[src/verilog/ism_pkg.sv]
// package: register map, field layout and carrier types of the status/mask block
package ism_pkg;
  // register byte addresses, one aligned word each
  localparam logic [7:0] ISM_OFS_STATUS = 8'h00;
  localparam logic [7:0] ISM_OFS_MASK = 8'h04;
  localparam logic [7:0] ISM_OFS_RXBUF = 8'h08;
  localparam logic [7:0] ISM_OFS_TXBUF = 8'h0c;
  localparam logic [7:0] ISM_OFS_OWNADR = 8'h10;
  localparam logic [7:0] ISM_OFS_IRQST = 8'h14;
  localparam logic [7:0] ISM_OFS_IRQMSK = 8'h18;
  // widths
  localparam int ISM_AW = 8;
  localparam int ISM_DW = 32;
  localparam int ISM_ADRW = 10;
  localparam int ISM_ADR7W = 7;
  localparam int ISM_NEV = 5;
  // status register bit positions
  localparam int ISM_ST_TXFULL = 0;
  localparam int ISM_ST_RXFULL = 1;
  localparam int ISM_ST_RW = 2;
  localparam int ISM_ST_START = 3;
  localparam int ISM_ST_STOP = 4;
  // interrupt event bit positions
  localparam int ISM_EV_START = 0;
  localparam int ISM_EV_STOP = 1;
  localparam int ISM_EV_RXFULL = 2;
  localparam int ISM_EV_TXDONE = 3;
  localparam int ISM_EV_MATCH = 4;
  // reset values
  localparam logic [9:0] ISM_MASK_RST = 10'h000;
  localparam logic [9:0] ISM_OWNADR_RST = 10'h000;
  localparam logic [4:0] ISM_IRQMSK_RST = 5'h00;
  localparam logic [31:0] ISM_RD_ZERO = 32'h0000_0000;

  // bus status flags as carried inside the block
  typedef struct packed {
    logic stop_seen;
    logic start_seen;
    logic slave_read;
    logic receive_buffer_full_flag;
    logic transmit_buffer_full_flag;
  } ism_status_t;

  // register port request
  typedef struct packed {
    logic wr;
    logic rd;
    logic [7:0] addr;
    logic [31:0] wdata;
  } ism_req_t;
endpackage

[src/verilog/ism_cond_det.sv]
// bus condition detector: synchronises the two wires and finds start and stop
`timescale 1ns/1ps
module ism_cond_det (
  // clock and reset
  input wire logic sys_clk_i,
  input wire logic rst_n_i,
  // raw bus wires
  input wire logic scl_i,
  input wire logic sda_i,
  // detected conditions, one-cycle pulses
  output logic start_o,
  output logic stop_o
);
  logic [1:0] scl_sync_q; // two-stage synchroniser for clock wire
  logic [1:0] sda_sync_q; // two-stage synchroniser for data wire
  logic scl_old_q; // previous synchronised clock level
  logic sda_old_q; // previous synchronised data level

  // synchronisers; stage 0 feeds only stage 1
  always_ff @(posedge sys_clk_i or negedge rst_n_i) begin
    if (!rst_n_i) begin
      scl_sync_q <= 2'h3;
      sda_sync_q <= 2'h3;
    end else begin
      scl_sync_q <= {scl_sync_q[0], scl_i};
      sda_sync_q <= {sda_sync_q[0], sda_i};
    end
  end

  // history for edge finding, idle bus is high
  always_ff @(posedge sys_clk_i or negedge rst_n_i) begin
    if (!rst_n_i) begin
      scl_old_q <= 1'b1;
      sda_old_q <= 1'b1;
    end else begin
      scl_old_q <= scl_sync_q[1];
      sda_old_q <= sda_sync_q[1];
    end
  end

  // data falling while clock high is a start, rising is a stop
  always_ff @(posedge sys_clk_i or negedge rst_n_i) begin
    if (!rst_n_i) begin
      start_o <= 1'b0;
      stop_o <= 1'b0;
    end else begin
      // clock must be high before and after, so a data change on a clock edge is not taken
      start_o <= scl_old_q && scl_sync_q[1] && sda_old_q && !sda_sync_q[1];
      stop_o <= scl_old_q && scl_sync_q[1] && !sda_old_q && sda_sync_q[1];
    end
  end
endmodule

[src/verilog/ism_top.sv]
// two-wire bus status flags, slave address mask compare and register port
//
// Behaviour
// start flag high after start or repeated start
// stop flag high after stop, low after start
// hardware updates start flag on every condition
// direction flag: one for master read, zero write
// direction taken only from the address byte
// receive full set when received byte stored
// receive full cleared by software buffer read
// transmit full set by software buffer write
// transmit full cleared when byte transmission completes
// masked address bits are ignored in compare
// unmasked address bits must equal own address
// mask upper six bits read zero, writes ignored
// seven-bit address uses only low mask bits
//
// The register addresses and strobed register access were chosen for this implementation.
`timescale 1ns/1ps
module ism_top (
  // clock and reset
  input wire logic sys_clk_i,
  input wire logic rst_n_i,
  // register port
  input wire logic [ism_pkg::ISM_AW-1:0] reg_addr_i,
  input wire logic [ism_pkg::ISM_DW-1:0] reg_wdata_i,
  input wire logic reg_wr_i,
  input wire logic reg_rd_i,
  output logic [ism_pkg::ISM_DW-1:0] reg_rdata_o,
  // bus wires, sampled only
  input wire logic scl_i,
  input wire logic sda_i,
  // from the shifter and sequencer
  input wire logic rx_byte_valid_i,
  input wire logic [7:0] rx_byte_i,
  input wire logic adr_byte_valid_i,
  input wire logic adr_byte_rw_i,
  input wire logic tx_done_i,
  input wire logic adr_cmp_valid_i,
  input wire logic [ism_pkg::ISM_ADRW-1:0] adr_in_i,
  input wire logic adr_ten_bit_i,
  // to the shifter and sequencer
  output logic [7:0] tx_byte_o,
  output logic tx_load_o,
  output logic adr_match_o,
  output logic adr_match_valid_o,
  // interrupt
  output logic irq_o
);
  import ism_pkg::*;

  ism_req_t req; // bundled register request
  ism_status_t status_q; // bus status flags, gathered from the flops below
  logic start_seen_q; // last condition was a start
  logic stop_seen_q; // last condition was a stop
  logic slave_read_q; // master reads from us
  logic receive_buffer_full_flag_q; // receive buffer holds an unread byte
  logic transmit_buffer_full_flag_q; // transmit buffer waits to be sent
  logic [ISM_ADRW-1:0] address_bit_mask_q; // per-bit ignore mask
  logic [ISM_ADRW-1:0] own_adr_q; // own slave address
  logic [7:0] rx_buf_q; // receive buffer register
  logic [ISM_NEV-1:0] irq_st_q; // sticky interrupt status
  logic [ISM_NEV-1:0] irq_msk_q; // interrupt enable mask
  logic [ISM_NEV-1:0] ev; // event pulses this cycle
  logic [ISM_NEV-1:0] irq_w1c; // software clear strobe per bit
  logic start_det; // start or repeated start pulse
  logic stop_det; // stop pulse
  logic [ISM_ADRW-1:0] bit_ok; // per-bit compare result
  logic match_c; // whole address compare
  logic wr_tx; // software write of transmit buffer
  logic rd_rx; // software read of receive buffer
  logic [ISM_DW-1:0] rd_mux; // read data before the register

  assign req = '{wr: reg_wr_i, rd: reg_rd_i, addr: reg_addr_i, wdata: reg_wdata_i};
  assign wr_tx = req.wr && (req.addr == ISM_OFS_TXBUF);
  assign rd_rx = req.rd && (req.addr == ISM_OFS_RXBUF);
  // one flop per flag, so each has a single driving process
  assign status_q = '{stop_seen: stop_seen_q, start_seen: start_seen_q,
                      slave_read: slave_read_q,
                      receive_buffer_full_flag: receive_buffer_full_flag_q,
                      transmit_buffer_full_flag: transmit_buffer_full_flag_q};

  // start and stop detection on the sampled bus wires
  ism_cond_det u_cond (
    .sys_clk_i(sys_clk_i),
    .rst_n_i(rst_n_i),
    .scl_i(scl_i),
    .sda_i(sda_i),
    .start_o(start_det),
    .stop_o(stop_det)
  );

  // start and stop flags: last condition seen wins
  always_ff @(posedge sys_clk_i or negedge rst_n_i) begin
    if (!rst_n_i) begin
      start_seen_q <= 1'b0;
      stop_seen_q <= 1'b0;
    end else if (start_det) begin
      // start and repeated start look the same on the wires
      start_seen_q <= 1'b1;
      stop_seen_q <= 1'b0;
    end else if (stop_det) begin
      start_seen_q <= 1'b0;
      stop_seen_q <= 1'b1;
    end
  end

  // direction flag, loaded only from the address byte
  always_ff @(posedge sys_clk_i or negedge rst_n_i) begin
    if (!rst_n_i) begin
      slave_read_q <= 1'b0;
    end else if (adr_byte_valid_i) begin
      // read/write bit of the address byte, one means master reads
      slave_read_q <= adr_byte_rw_i;
    end
  end

  // receive buffer and its full flag
  always_ff @(posedge sys_clk_i or negedge rst_n_i) begin
    if (!rst_n_i) begin
      rx_buf_q <= 8'h00;
      receive_buffer_full_flag_q <= 1'b0;
    end else if (rx_byte_valid_i) begin
      // a new byte in the cycle of the read is kept full, not lost
      rx_buf_q <= rx_byte_i;
      receive_buffer_full_flag_q <= 1'b1;
    end else if (rd_rx) begin
      receive_buffer_full_flag_q <= 1'b0;
    end
  end

  // transmit buffer and its full flag
  always_ff @(posedge sys_clk_i or negedge rst_n_i) begin
    if (!rst_n_i) begin
      tx_byte_o <= 8'h00;
      transmit_buffer_full_flag_q <= 1'b0;
    end else if (wr_tx) begin
      // software write beats a completion in the same cycle
      tx_byte_o <= req.wdata[7:0];
      transmit_buffer_full_flag_q <= 1'b1;
    end else if (tx_done_i) begin
      transmit_buffer_full_flag_q <= 1'b0;
    end
  end

  // load pulse tells the shifter a new byte waits
  always_ff @(posedge sys_clk_i or negedge rst_n_i) begin
    if (!rst_n_i) begin
      tx_load_o <= 1'b0;
    end else begin
      tx_load_o <= wr_tx;
    end
  end

  // mask and own address registers
  always_ff @(posedge sys_clk_i or negedge rst_n_i) begin
    if (!rst_n_i) begin
      address_bit_mask_q <= ISM_MASK_RST;
      own_adr_q <= ISM_OWNADR_RST;
    end else if (req.wr) begin
      // upper bits of the write are dropped, they have no storage
      if (req.addr == ISM_OFS_MASK) begin
        address_bit_mask_q <= req.wdata[ISM_ADRW-1:0];
      end
      if (req.addr == ISM_OFS_OWNADR) begin
        own_adr_q <= req.wdata[ISM_ADRW-1:0];
      end
    end
  end

  // per-bit masked compare
  generate
    for (genvar i = 0; i < ISM_ADRW; i++) begin : g_cmp
      if (i < ISM_ADR7W) begin : g_low
        // masked bit matches always, otherwise equality needed
        assign bit_ok[i] = address_bit_mask_q[i] || (adr_in_i[i] == own_adr_q[i]);
      end else begin : g_high
        // high bits only take part in a ten-bit address
        assign bit_ok[i] = !adr_ten_bit_i || address_bit_mask_q[i] ||
                           (adr_in_i[i] == own_adr_q[i]);
      end
    end
  endgenerate
  assign match_c = &bit_ok;

  // registered compare answer
  always_ff @(posedge sys_clk_i or negedge rst_n_i) begin
    if (!rst_n_i) begin
      adr_match_o <= 1'b0;
      adr_match_valid_o <= 1'b0;
    end else begin
      adr_match_valid_o <= adr_cmp_valid_i;
      if (adr_cmp_valid_i) begin
        adr_match_o <= match_c;
      end
    end
  end

  // event pulses for the interrupt status
  always_comb begin
    ev = '0;
    ev[ISM_EV_START] = start_det;
    ev[ISM_EV_STOP] = stop_det;
    ev[ISM_EV_RXFULL] = rx_byte_valid_i;
    ev[ISM_EV_TXDONE] = tx_done_i;
    ev[ISM_EV_MATCH] = adr_cmp_valid_i && match_c;
  end
  assign irq_w1c = (req.wr && (req.addr == ISM_OFS_IRQST)) ? req.wdata[ISM_NEV-1:0] : '0;

  // sticky status, write one to clear, a new event wins over the clear
  always_ff @(posedge sys_clk_i or negedge rst_n_i) begin
    if (!rst_n_i) begin
      irq_st_q <= '0;
    end else begin
      irq_st_q <= (irq_st_q & ~irq_w1c) | ev;
    end
  end

  // interrupt mask register
  always_ff @(posedge sys_clk_i or negedge rst_n_i) begin
    if (!rst_n_i) begin
      irq_msk_q <= ISM_IRQMSK_RST;
    end else if (req.wr && (req.addr == ISM_OFS_IRQMSK)) begin
      irq_msk_q <= req.wdata[ISM_NEV-1:0];
    end
  end

  // level interrupt, one cycle behind the status
  always_ff @(posedge sys_clk_i or negedge rst_n_i) begin
    if (!rst_n_i) begin
      irq_o <= 1'b0;
    end else begin
      irq_o <= |(irq_st_q & irq_msk_q);
    end
  end

  // read decode; unmapped addresses answer zero
  always_comb begin
    rd_mux = ISM_RD_ZERO;
    case (req.addr)
      ISM_OFS_STATUS: rd_mux[ISM_ST_STOP:ISM_ST_TXFULL] = status_q;
      ISM_OFS_MASK: rd_mux[ISM_ADRW-1:0] = address_bit_mask_q;
      ISM_OFS_RXBUF: rd_mux[7:0] = rx_buf_q;
      ISM_OFS_TXBUF: rd_mux[7:0] = tx_byte_o;
      ISM_OFS_OWNADR: rd_mux[ISM_ADRW-1:0] = own_adr_q;
      ISM_OFS_IRQST: rd_mux[ISM_NEV-1:0] = irq_st_q;
      ISM_OFS_IRQMSK: rd_mux[ISM_NEV-1:0] = irq_msk_q;
      default: rd_mux = ISM_RD_ZERO;
    endcase
  end

  // read data stand one cycle after the strobe and only then
  always_ff @(posedge sys_clk_i or negedge rst_n_i) begin
    if (!rst_n_i) begin
      reg_rdata_o <= ISM_RD_ZERO;
    end else if (req.rd) begin
      reg_rdata_o <= rd_mux;
    end else begin
      reg_rdata_o <= ISM_RD_ZERO;
    end
  end
endmodule

[config.mk]
export PLATFORM = sky130hd
export DESIGN_NAME = ism_top
export DESIGN_NICKNAME = d
export VERILOG_FILES = /design/src/verilog/ism_pkg.sv /design/src/verilog/ism_cond_det.sv /design/src/verilog/ism_top.sv
export SDC_FILE = /design/constraint.sdc
export NUM_CORES = 1
export LEC_CHECK = 0
export BUFFER_PORTS_ARGS = -buffer_cell sky130_fd_sc_hd__clkbuf_2
export CORE_UTILIZATION = 50
export DETAILED_ROUTE_END_ITERATION = 8
export HOLD_SLACK_MARGIN = 0.12
export PLACE_DENSITY = 0.83
export SLEW_MARGIN = 20
export SYNTH_ARGS = -nofsm -noshare
export SYNTH_HDL_FRONTEND = slang
export SYNTH_SLANG_ARGS = --single-unit
[constraint.sdc]
create_clock -name sys_clk_i -period 1.69 [get_ports sys_clk_i]
set_clock_uncertainty 0.2 [all_clocks]
set_input_delay 0.338 -clock sys_clk_i [delete_from_list [all_inputs] [get_ports sys_clk_i]]
set_output_delay 0.338 -clock sys_clk_i [all_outputs]
set_load 0.03 [all_outputs]
======== Word level (Yosys, flattened, before mapping) ========
Index checks and enable logic that the tools add are counted.
cells by class
  mux-type cells .......................... 13
  eq/ne operators ......................... 16
  reduce and logical (&&, ||, !) cells .... 34
  bitwise operators ....................... 4
operator list
  kind                                                              number
  5-bit one-hot mux with 7 select lines                             1
  8-bit by 5-bit == test with 1-bit output (second input constant)  3
  8-bit by 4-bit == test with 1-bit output (second input constant)  2
  1-bit logical OR                                                  13
  3-bit one-hot mux with 4 select lines                             1
  5-bit AND                                                         2
  1-bit == test                                                     10
  1-bit logical AND                                                 10
  10-bit two-way mux                                                1
  10-bit AND reduction                                              1
  8-bit by 3-bit == test with 1-bit output (second input constant)  1
  8-bit zero test                                                   1
  1-bit two-way mux                                                 8
  2-bit nonzero test                                                3
  5-bit two-way mux                                                 1
  5-bit NOT                                                         1
  5-bit OR                                                          1
  5-bit OR reduction                                                1
  2-bit one-hot mux with 2 select lines                             1
  2-bit AND reduction                                               2
  1-bit zero test                                                   3
storage, ports and cells
  bits in registers ....................... 95
  bits of input ports ..................... 70
  output and inout bits ................... 44

======== Longest topological paths before layout ========
Gate-level depths: netlist of run 1.
  depth after elaboration ................. 6
  mapped depth ............................ 6
  gate-level depth less buffers ........... 4

======== By module ========
A second synthesis of run 1 with hierarchy kept.
unflattened totals
  cells, all modules ...................... 267
  area total of the unflattened synthesis .. 3354.5 µm²
by module, submodules not included
  module        times used  area each (µm²)  sequential area each (µm²)  cells an instance
  ism_top       1           3126.7           1626.6                      257
  ism_cond_det  1           227.7            207.7                       10

======== Least setup slack after synthesis of run 1 ========
Ideal clock, no wire load.
  path type ............................... input-to-reg
  from .................................... in reg_addr_i[5] in the netlist's numbering
  to ...................................... reg tx_byte_o[0]
  buffers on the path ..................... 0
  slack ................................... -0.027 ns
  data arrival time ....................... 1.392 ns
  cell stages on the path ................. 4
  cell sequence ........................... nor4_4 > and4_4 > nand2_4 > mux2_4
between the ends
  longest elaborated chain between the ends .. 2
RTL lines
  element                                   line            text
  start: declaration                        ism_top.sv:25   input wire logic [ism_pkg::ISM_AW-1:0] reg_addr_i,
  8-bit by 4-bit == test with 1-bit output  ism_top.sv:75   assign wr_tx = req.wr && (req.addr == ISM_OFS_TXBUF);
  1-bit logical AND                         ism_top.sv:75
  end signal: assignment                    ism_top.sv:139  tx_byte_o <= req.wdata[7:0];
  end: declaration                          ism_top.sv:43   output logic [7:0] tx_byte_o,
No other way between the ends.
A chain may end at the register's enable or synchronous reset.

======== Worst setup path after layout of run 1 ========
  from .................................... in reg_addr_i[5] in the netlist's numbering
  to ...................................... reg address_bit_mask_q[1]
between the ends
  longest elaborated chain between the ends .. 2
RTL lines
  element                                   line            text
  8-bit by 3-bit == test with 1-bit output  ism_top.sv:162  if (req.addr == ISM_OFS_MASK) begin
  2-bit AND reduction (no source line)      n/a
  end signal: assignment                    ism_top.sv:163  address_bit_mask_q <= req.wdata[ISM_ADRW-1:0];
  end: declaration                          ism_top.sv:59   logic [ISM_ADRW-1:0] address_bit_mask_q;
No other way between the ends.

==> results.cfg, run 1 <==
[worst_setup_path]
cp.required_ps = 1720
path_class = input port to flip-flop
crit_slowest_cell = nor4_4
r2r_start = own_adr_q[2]
worstPathCellList = clkbuf_2, nor4_4, and2_1, nand2_2, mux2_2
slowest_delay_ps = 410
startpoint = reg_addr_i[5]
cp-end-kind = flip-flop
cp.arrival_ps = 1710
startpoint_type = input port
cp_max_fo = 10

[timing]
finalHoldViolCount = 0
fin_tns_setup_ps = 0
setup_viol = 0
fmax_mhz = 594
period_share_pct = 99.5
holdWs_ps = 123
slew_viol_final = 0
period_minus_slack_ps = 1680

[placed_design]
gp_congestion = 0.827
dp_hpwl_mm = 5.45
placed_area_sq_um = 4000
portBuffers = 69
dp_cells = 421

[grt]
antenna_found_initial = 0
grt_pass1_wl_mm = 13.2
track_usage_pct = 24.6
overflow = 0
grt_max_degree = 74
grt_pass1_vias = 2651

[routing]
viasPerCell = 5.57
dr.pass1.iters = 9
vias = 2581
drt_iter0_markers = 309
wl_per_cell_um = 18.2
drc = 3
finalWirelength_mm = 8.42
ant_nets = 0

[clock_tree]
clock_latency_ps = 350
clkSinkCount = 73
cts_tree = yes
clockRootBuffer = clkbuf_8
clk_path_buf_depth = 2
cts_buffers = 9
htreeDepth = 3
clk_pin_slew_ps = 80

[synthesis]
synth_top_area_cell = dfrtp_1
synthesis.area_sq_um = 3420
syn_inst = 255
async_reset_ff_share_pct = 100
synth_seq_cells = 73
ys.flop_type = dfrtp_1
synth_edf_count = 0
syn_avg_cell_area_sq_um = 13.4
synth_area_leaders = dfrtp_1 49%, mux2_2 13%, buf_4 4.8%
synth.distinct_cells = 45
yosysWarnings = 0
yosysSeqAreaShare_pct = 53.6
synth_top_area_share_pct = 49.0

[power]
vdd_drop_max_mv = 0.719
p_leak_nw = 2.18
p_total_mw = 4.03
powerDensity_nw_per_um2 = 897

[min_path]
hold_path.class = input port to flip-flop
min_from = reg_wdata_i[0]

[flow_run]
max-cap-violations = 0

[cells_and_area]
fin_area_sq_um = 4500
final_nets = 451
syn2layout_area_growth_pct = 31.5
finalNonFillerCells = 463
post_route_cells_drive_above_1_share_pct = 47.2
n_antenna_cell = 0

[floorplan]
core.rowCount = 29
start_util_pct = 52.9
die_x_um = 84.7
die-height_um = 84.7
core_area_sq_um = 6460
num_io_pins = 114
dieArea_sq_um = 7170

[run_status]
violations = design-rule violations
run_status = finished with violations
routing by layer:
metal / part of all wire (%) / vias to the layer above / global-route usage, %
li1: - / 1132 / -
met1: 42 / 1277 / 31.4
met2: 49 / 145 / 41.2
met3: 6.6 / 27 / 5.80
met4: 2.6 / 0 / 8.94
met5: 0 / - / 0
flip-flops by register name, indices dropped and copies added, names as in the netlist, 2 cells and up:
signal and flops:
address_bit_mask_q 10, u_cond.scl_sync_q 2, reg_rdata_o 10, rx_buf_q 8, irq_msk_q 5, own_adr_q 10
u_cond.sda_sync_q 2, irq_st_q 5, tx_byte_o 8
synth_stat cells, types with 3 or more instances:
master / n
o22ai_1: 10
xnor2_1: 11
dfstp_2: 6
nand2_1: 13
nor3b_1: 3
dfrtp_1: 67
inv_1: 9
o21ai_0: 3
mux2_2: 39
mux2_4: 8
buf_4: 22
a21o_1: 6
nor2_1: 4
a22oi_1: 10
a21oi_1: 3
mux4_2: 5
buf_2: 4
power breakdown:
group | internal, mW | switching, mW
logic | 0.263 | 0.296
registers | 1.84 | 0.0677
clock network | 0.916 | 0.649
path summary, 6_finish.rpt:
check / slack (ps) / cells after the start / end
max: 8 / 5 / address_bit_mask_q[1]
min: 120 / 2 / irq_msk_q[0]
max reg2reg: 110 / 4 / adr_match_o
min reg2reg: 160 / 0 / u_cond.scl_sync_q[1]
max in group asynchronous: 610 / 3 / u_cond.sda_old_q
min in group asynchronous: 350 / 3 / reg_rdata_o[3]
final cells by class:
cell class	count	area [sq um]
multi-input combinational	166	1460
inverter	9	33.8
sequential	73	1830
clock buffer	12	155
clock inverter	4	73.8
fill	437	1960
tap	77	96.3
timing repair buffer	122	843
through the flow:
step	util, %	setup WS (ps)
CTS	69.4	50.5
global route	69.6	-6.07
global placement	62.0	-241
floorplan	-	-20.6
detailed placement	62.0	-262
finish	69.6	7.64
kinds of logic after synthesis:
family / after synthesis / share of synthesized area [%]
flops: 73 / 53.6
mux: 52 / 19.6
simple gates: 43 / 9.07
compound gates: 38 / 7.87
buf+inv: 37 / 6.84
xor+xnor: 11 / 2.82
other cells: 1 / 0.110
worst max-delay path: cells and delay by family:
family                 cells  cell delay, ps
and+or+nand+nor            3             900
muxes                      1             350
buffers and inverters      1             120
layout by cell type, fill, tap and decap left out, types with 9 or more instances in the layout:
cell type and count:
clkbuf_8 11, inv_1 9, buf_4 25, nand2_1 13
a22oi_1 10, dlygate4sd3_1 25, xnor2_1 10, conb_1 22
mux2_2 39, dfrtp_1 67, o22ai_1 10, clkbuf_2 68
timing repair:
action | CTS | global route
hold buffers | 25 | 0
endpoints found under the setup margin | 0 | 9
hold endpoints to repair | 116 | 0
buffers inserted | 0 | 1
resized for setup | 0 | 1
No activity file was read; power rests on OpenSTA's default activity.
==> inputs of run 2 (changes only) <==
PLACE_DENSITY = 0.79   (was 0.83)
==> run 2 against run 1 <==
  * The run now ends clean
  * Sequential share of layout area fell by 0.068 points
  * Worst hold slack better by 34 ps
  * Register-to-register slack improved by 30 ps
  * Core utilization up 0.12 points
  * Setup slack better by 120 ps
  * Clock-buffer cell count stayed put
  * Fmax rose by 7.7%
  * Largest power group unchanged
==> results.cfg, run 2 (synthesized netlist as in run 1, its figures left out) <==
[routing]
drc = 0
ant_nets = 0
wl_per_cell_um = 17.0
drt_iter0_markers = 146
finalWirelength_mm = 7.88
vias = 2516
dr.pass1.iters = 6
viasPerCell = 5.43

[grt]
track_usage_pct = 24.0
grt_pass1_vias = 2630
grt_max_degree = 74
overflow = 0
grt_pass1_wl_mm = 12.8
antenna_found_initial = 0

[cells_and_area]
utilization_pct = 69.7
finalNonFillerCells = 463
post_route_cells_drive_above_1_share_pct = 46.6
final_nets = 451
multi_input_area_sq_um = 1450
syn2layout_area_growth_pct = 31.7
final_common_cell = clkbuf_2
fillers = 437
reg_top3 = address_bit_mask_q (10), own_adr_q (10), reg_rdata_o (10)
final_cell_mix = 68 x clkbuf_2, 67 x dfrtp_1, 39 x mux2_2
seq_area_sq_um = 1830
n_antenna_cell = 0

[timing]
period_minus_slack_ps = 1560
grt_setup_unrepaired = no
setup_viol = 0
finalHoldViolCount = 0
fmax_mhz = 640
period_share_pct = 92.4
slew_viol_final = 0

[flow_run]
max-cap-violations = 0

[placed_design]
dp_hpwl_mm = 5.31
dp_cells = 420
gp_congestion = 0.823
portBuffers = 69

[worst_setup_path]
cp_max_fo = 3
cp.required_ps = 1760
path_class = input port to flip-flop
startpoint_type = input port
cp.arrival_ps = 1630
cp-end-kind = flip-flop

[floorplan]
dieArea_sq_um = 7170
die_x_um = 84.7
die-height_um = 84.7
core.rowCount = 29
core_area_sq_um = 6460
start_util_pct = 52.9
num_io_pins = 114

[clock_tree]
clk_pin_slew_ps = 70
clock_latency_ps = 350
clkSinkCount = 73
cts_buffers = 9
clockRootBuffer = clkbuf_8
clk_path_buf_depth = 2
cts_tree = yes
postCtsResizedCells = 0
htreeDepth = 3

[power]
vdd_drop_max_mv = 0.598
powerDensity_nw_per_um2 = 900
p_leak_nw = 2.19

[run_status]
run_status = complete, no violations

[min_path]
hold_path.class = flip-flop to flip-flop
==> run 2: path summary, 6_finish.rpt <==
kind	from	to	slack (ps)	cells after the start
max in group asynchronous	rst_n_i	u_cond.sda_old_q	600	3
min in group asynchronous	rst_n_i	reg_rdata_o[7]	340	3
worst max register to register	own_adr_q[2]	adr_match_o	140	4
worst min-delay path	u_cond.sda_sync_q[0]	u_cond.sda_sync_q[1]	160	0
worst max-delay path	adr_cmp_valid_i	adr_match_o	130	5
worst min register to register	u_cond.sda_sync_q[0]	u_cond.sda_sync_q[1]	160	0
==> run 2: what timing repair did <==
action	CTS	global route
setup buffers	0	0
endpoints found under the hold margin	126	0
hold buffers	27	0
==> run 2: where the power goes <==
group          internal, mW  total (mW)  leakage, nW  switching, mW
Clock                 0.952        1.60        0.123          0.645
Sequential             1.84        1.91        0.939         0.0631
Combinational         0.261       0.552         1.13          0.290
Total                  3.06        4.05         2.19          0.998
==> run 2: layout make-up <==
| class | count | area share (%) |
|---|---|---|
| sequential | 73 | 40.7 |
| tap | 77 | 2.14 |
| timing repair buffer | 122 | 18.8 |
| multi-input combinational | 166 | 32.2 |
| clock inverter | 4 | 1.64 |
| inverter | 9 | 0.750 |
| clock buffer | 12 | 3.67 |
==> run 2: critical path: stages <==
cell and delay [ps]:
dlygate4sd3_1 520, clkbuf_2 120, o21ai_0 100, or3_1 420, o22ai_1 140
==> run 2: per-layer routing <==
layer,vias up,part of all wire [%],global-route usage [%]
met1,1247,41,29.8
met2,110,50,39.4
met4,0,3.0,13.1
li1,1134,-,-
met5,-,0,0
met3,25,5.3,5.21
==> run 2: through the flow <==
stage	hold slack, ps	area (sq um)	TNS (ps)	total power [mW]	setup slack (ps)
after global routing	165	4500	0	4.19	87.7
after global placement	146	4000	-5910	2.42	-160
final	158	4500	0	4.05	128
after detailed placement	148	4000	-6260	2.44	-172
after CTS	160	4500	0	4.08	117
after floorplan	-158	3520	-165	2.25	-20.6
==> inputs of run 3 (changes only) <==
CORE_UTILIZATION = 45   (was 50)
PLACE_DENSITY = 0.75   (was 0.79)
clock period = 1.3 ns   (was 1.69 ns; I/O delays follow)
==> run 3 against run 2 <==
  * The flow now finishes with violations (negative setup slack)
  * Cell area rose by 18%
  * Global-route usage rose by 2.6 points
  * Die area rose by 11%
  * First-iteration DRC count rose by 68%
  * Setup slack got worse by 380 ps
  * Register-to-register slack got worse by 390 ps
  * Cell count rose by 11%
  * Via count rose by 16%
  * Clock-buffer cell count fell by 2
  * Sequential share of layout area fell by 6.2 points
  * Core utilization rose by 3.1 points
==> results.cfg, run 3 (synthesized netlist as in run 1, its figures left out) <==
[routing]
drc = 0
dr.pass1.iters = 6
viasPerCell = 5.65
ant_nets = 0
wl_per_cell_um = 21.3
vias = 2915
finalWirelength_mm = 11.0
drt_iter0_markers = 246

[grt]
grt_pass1_vias = 2918
grt_pass1_wl_mm = 15.0
grt_max_degree = 45
overflow = 0
track_usage_pct = 26.6
antenna_found_initial = 0

[clock_tree]
cts_tree = yes
clockRootBuffer = clkbuf_8
cts_buffers = 9
htreeDepth = 3
clk_pin_slew_ps = 70
clock_latency_ps = 360
clk_path_buf_depth = 2
clkSinkCount = 73

[cells_and_area]
post_route_cells_drive_above_1_share_pct = 58.5
finalNonFillerCells = 516
utilization_pct = 72.9
fillers = 450
final_nets = 482
final_cell_mix = 67 x dfrtp_1, 39 x clkbuf_2, 36 x buf_4
reg_top3 = address_bit_mask_q (10), own_adr_q (10), reg_rdata_o (10)
syn2layout_area_growth_pct = 55.4
n_antenna_cell = 0
final_common_cell = dfrtp_1

[placed_design]
dp_cells = 456
portBuffers = 69
gp_congestion = 0.906
post-place-ws_ps = -483
dp_hpwl_mm = 5.91

[timing]
fin_tns_setup_ps = -5430
holdWs_ps = 145
setup_viol = 74
setup_ws_ps = -250
period_minus_slack_ps = 1550
period_share_pct = 119
worst_slew_pin_slew_ps = 559
grt_setup_unrepaired = yes
fmax_mhz = 645
worst_slew_margin_rel_pct = 62.7
finalHoldViolCount = 0
slew_viol_final = 0

[worst_setup_path]
crit_slowest_cell = dfrtp_1
slowest_delay_ps = 420
cp_max_fo = 3
reg2reg_depth = 4
cp-end-kind = flip-flop
cp.arrival_ps = 1630
startpoint_type = flip-flop
path_class = flip-flop to flip-flop
worstPathCellList = xnor2_1, o22ai_1, a211o_1, o2bb2ai_2
cp.required_ps = 1380

[power]
powerDensity_nw_per_um2 = 1020
vdd_drop_max_mv = 0.631
p_leak_nw = 2.51

[floorplan]
core.rowCount = 31
start_util_pct = 46.9
dieArea_sq_um = 7950
core_area_sq_um = 7290
die-height_um = 89.2
die_x_um = 89.2
num_io_pins = 114

[flow_run]
max-cap-violations = 0

[run_status]
violations = negative setup slack
run_status = finished with violations

[min_path]
whs_path_depth = 4
hold_path.class = input port to flip-flop
## run 3: changes by cell type in the layout (fill, tap and decap cells not counted), sizes merged
cell,before,now
nand2,15,17
nand4,2,3
buf,27,80
clkbuf,80,53
clkinv,2,4
dlygate4sd3,27,26
dlymetal6s4s,0,1
## run 3: final cells by class
cell class	count	area, sq um	area share, %
inverter	9	33.8	0.636
sequential	73	1830	34.5
timing repair buffer	150	1420	26.6
clock buffer	10	128	2.40
multi-input combinational	169	1700	31.9
clock inverter	6	83.8	1.58
tap	99	124	2.33
## run 3: path summary, 6_finish.rpt
kind,startpoint,end,slack (ps)
min in group asynchronous,rst_n_i,u_cond.scl_sync_q[0],300
worst max register to register,own_adr_q[1],irq_st_q[4],-250
worst min-delay path,adr_cmp_valid_i,irq_st_q[4],150
max in group asynchronous,rst_n_i,u_cond.sda_old_q,290
worst min register to register,u_cond.scl_sync_q[0],u_cond.scl_sync_q[1],160
worst max-delay path,own_adr_q[1],irq_st_q[4],-250
## run 3: per-layer routing
layer / track usage (%) / share of wire, %
met3: 5.72 / 7.4
met5: 0 / 0
met1: 32.4 / 37
met2: 44.2 / 50
met4: 14.6 / 5.9
## run 3: repair_timing
action,4_1_cts,5_1_grt
setup endpoints to repair,69,74
hold endpoints to repair,127,0
resized for setup,75,67
gates cloned,3,0
pin swaps,11,20
buffers inserted,13,4
hold buffers,27,0
## run 3: report_power, final
group | switching [mW] | internal, mW | leakage (nW) | total, mW
combinational | 0.476 | 0.490 | 1.46 | 0.967
clock | 0.884 | 1.07 | 0.110 | 1.96
sequential | 0.0984 | 2.39 | 0.939 | 2.49
total | 1.46 | 3.96 | 2.51 | 5.42
## run 3: critical path: cells and delay by family (launching register included)
family / cells / cell delay (ps)
AOI/OAI and AO/OA: 3 / 660
DFF: 1 / 420
xor gates and xnor gates: 1 / 190
## run 3: per-stage QoR
stage	power, mW	area (sq um)
2_1_floorplan	2.94	3590
3_3_place_gp	3.22	4180
3_5_place_dp	3.24	4180
4_1_cts	5.29	5110
5_1_grt	5.59	5320
6_report	5.42	5320
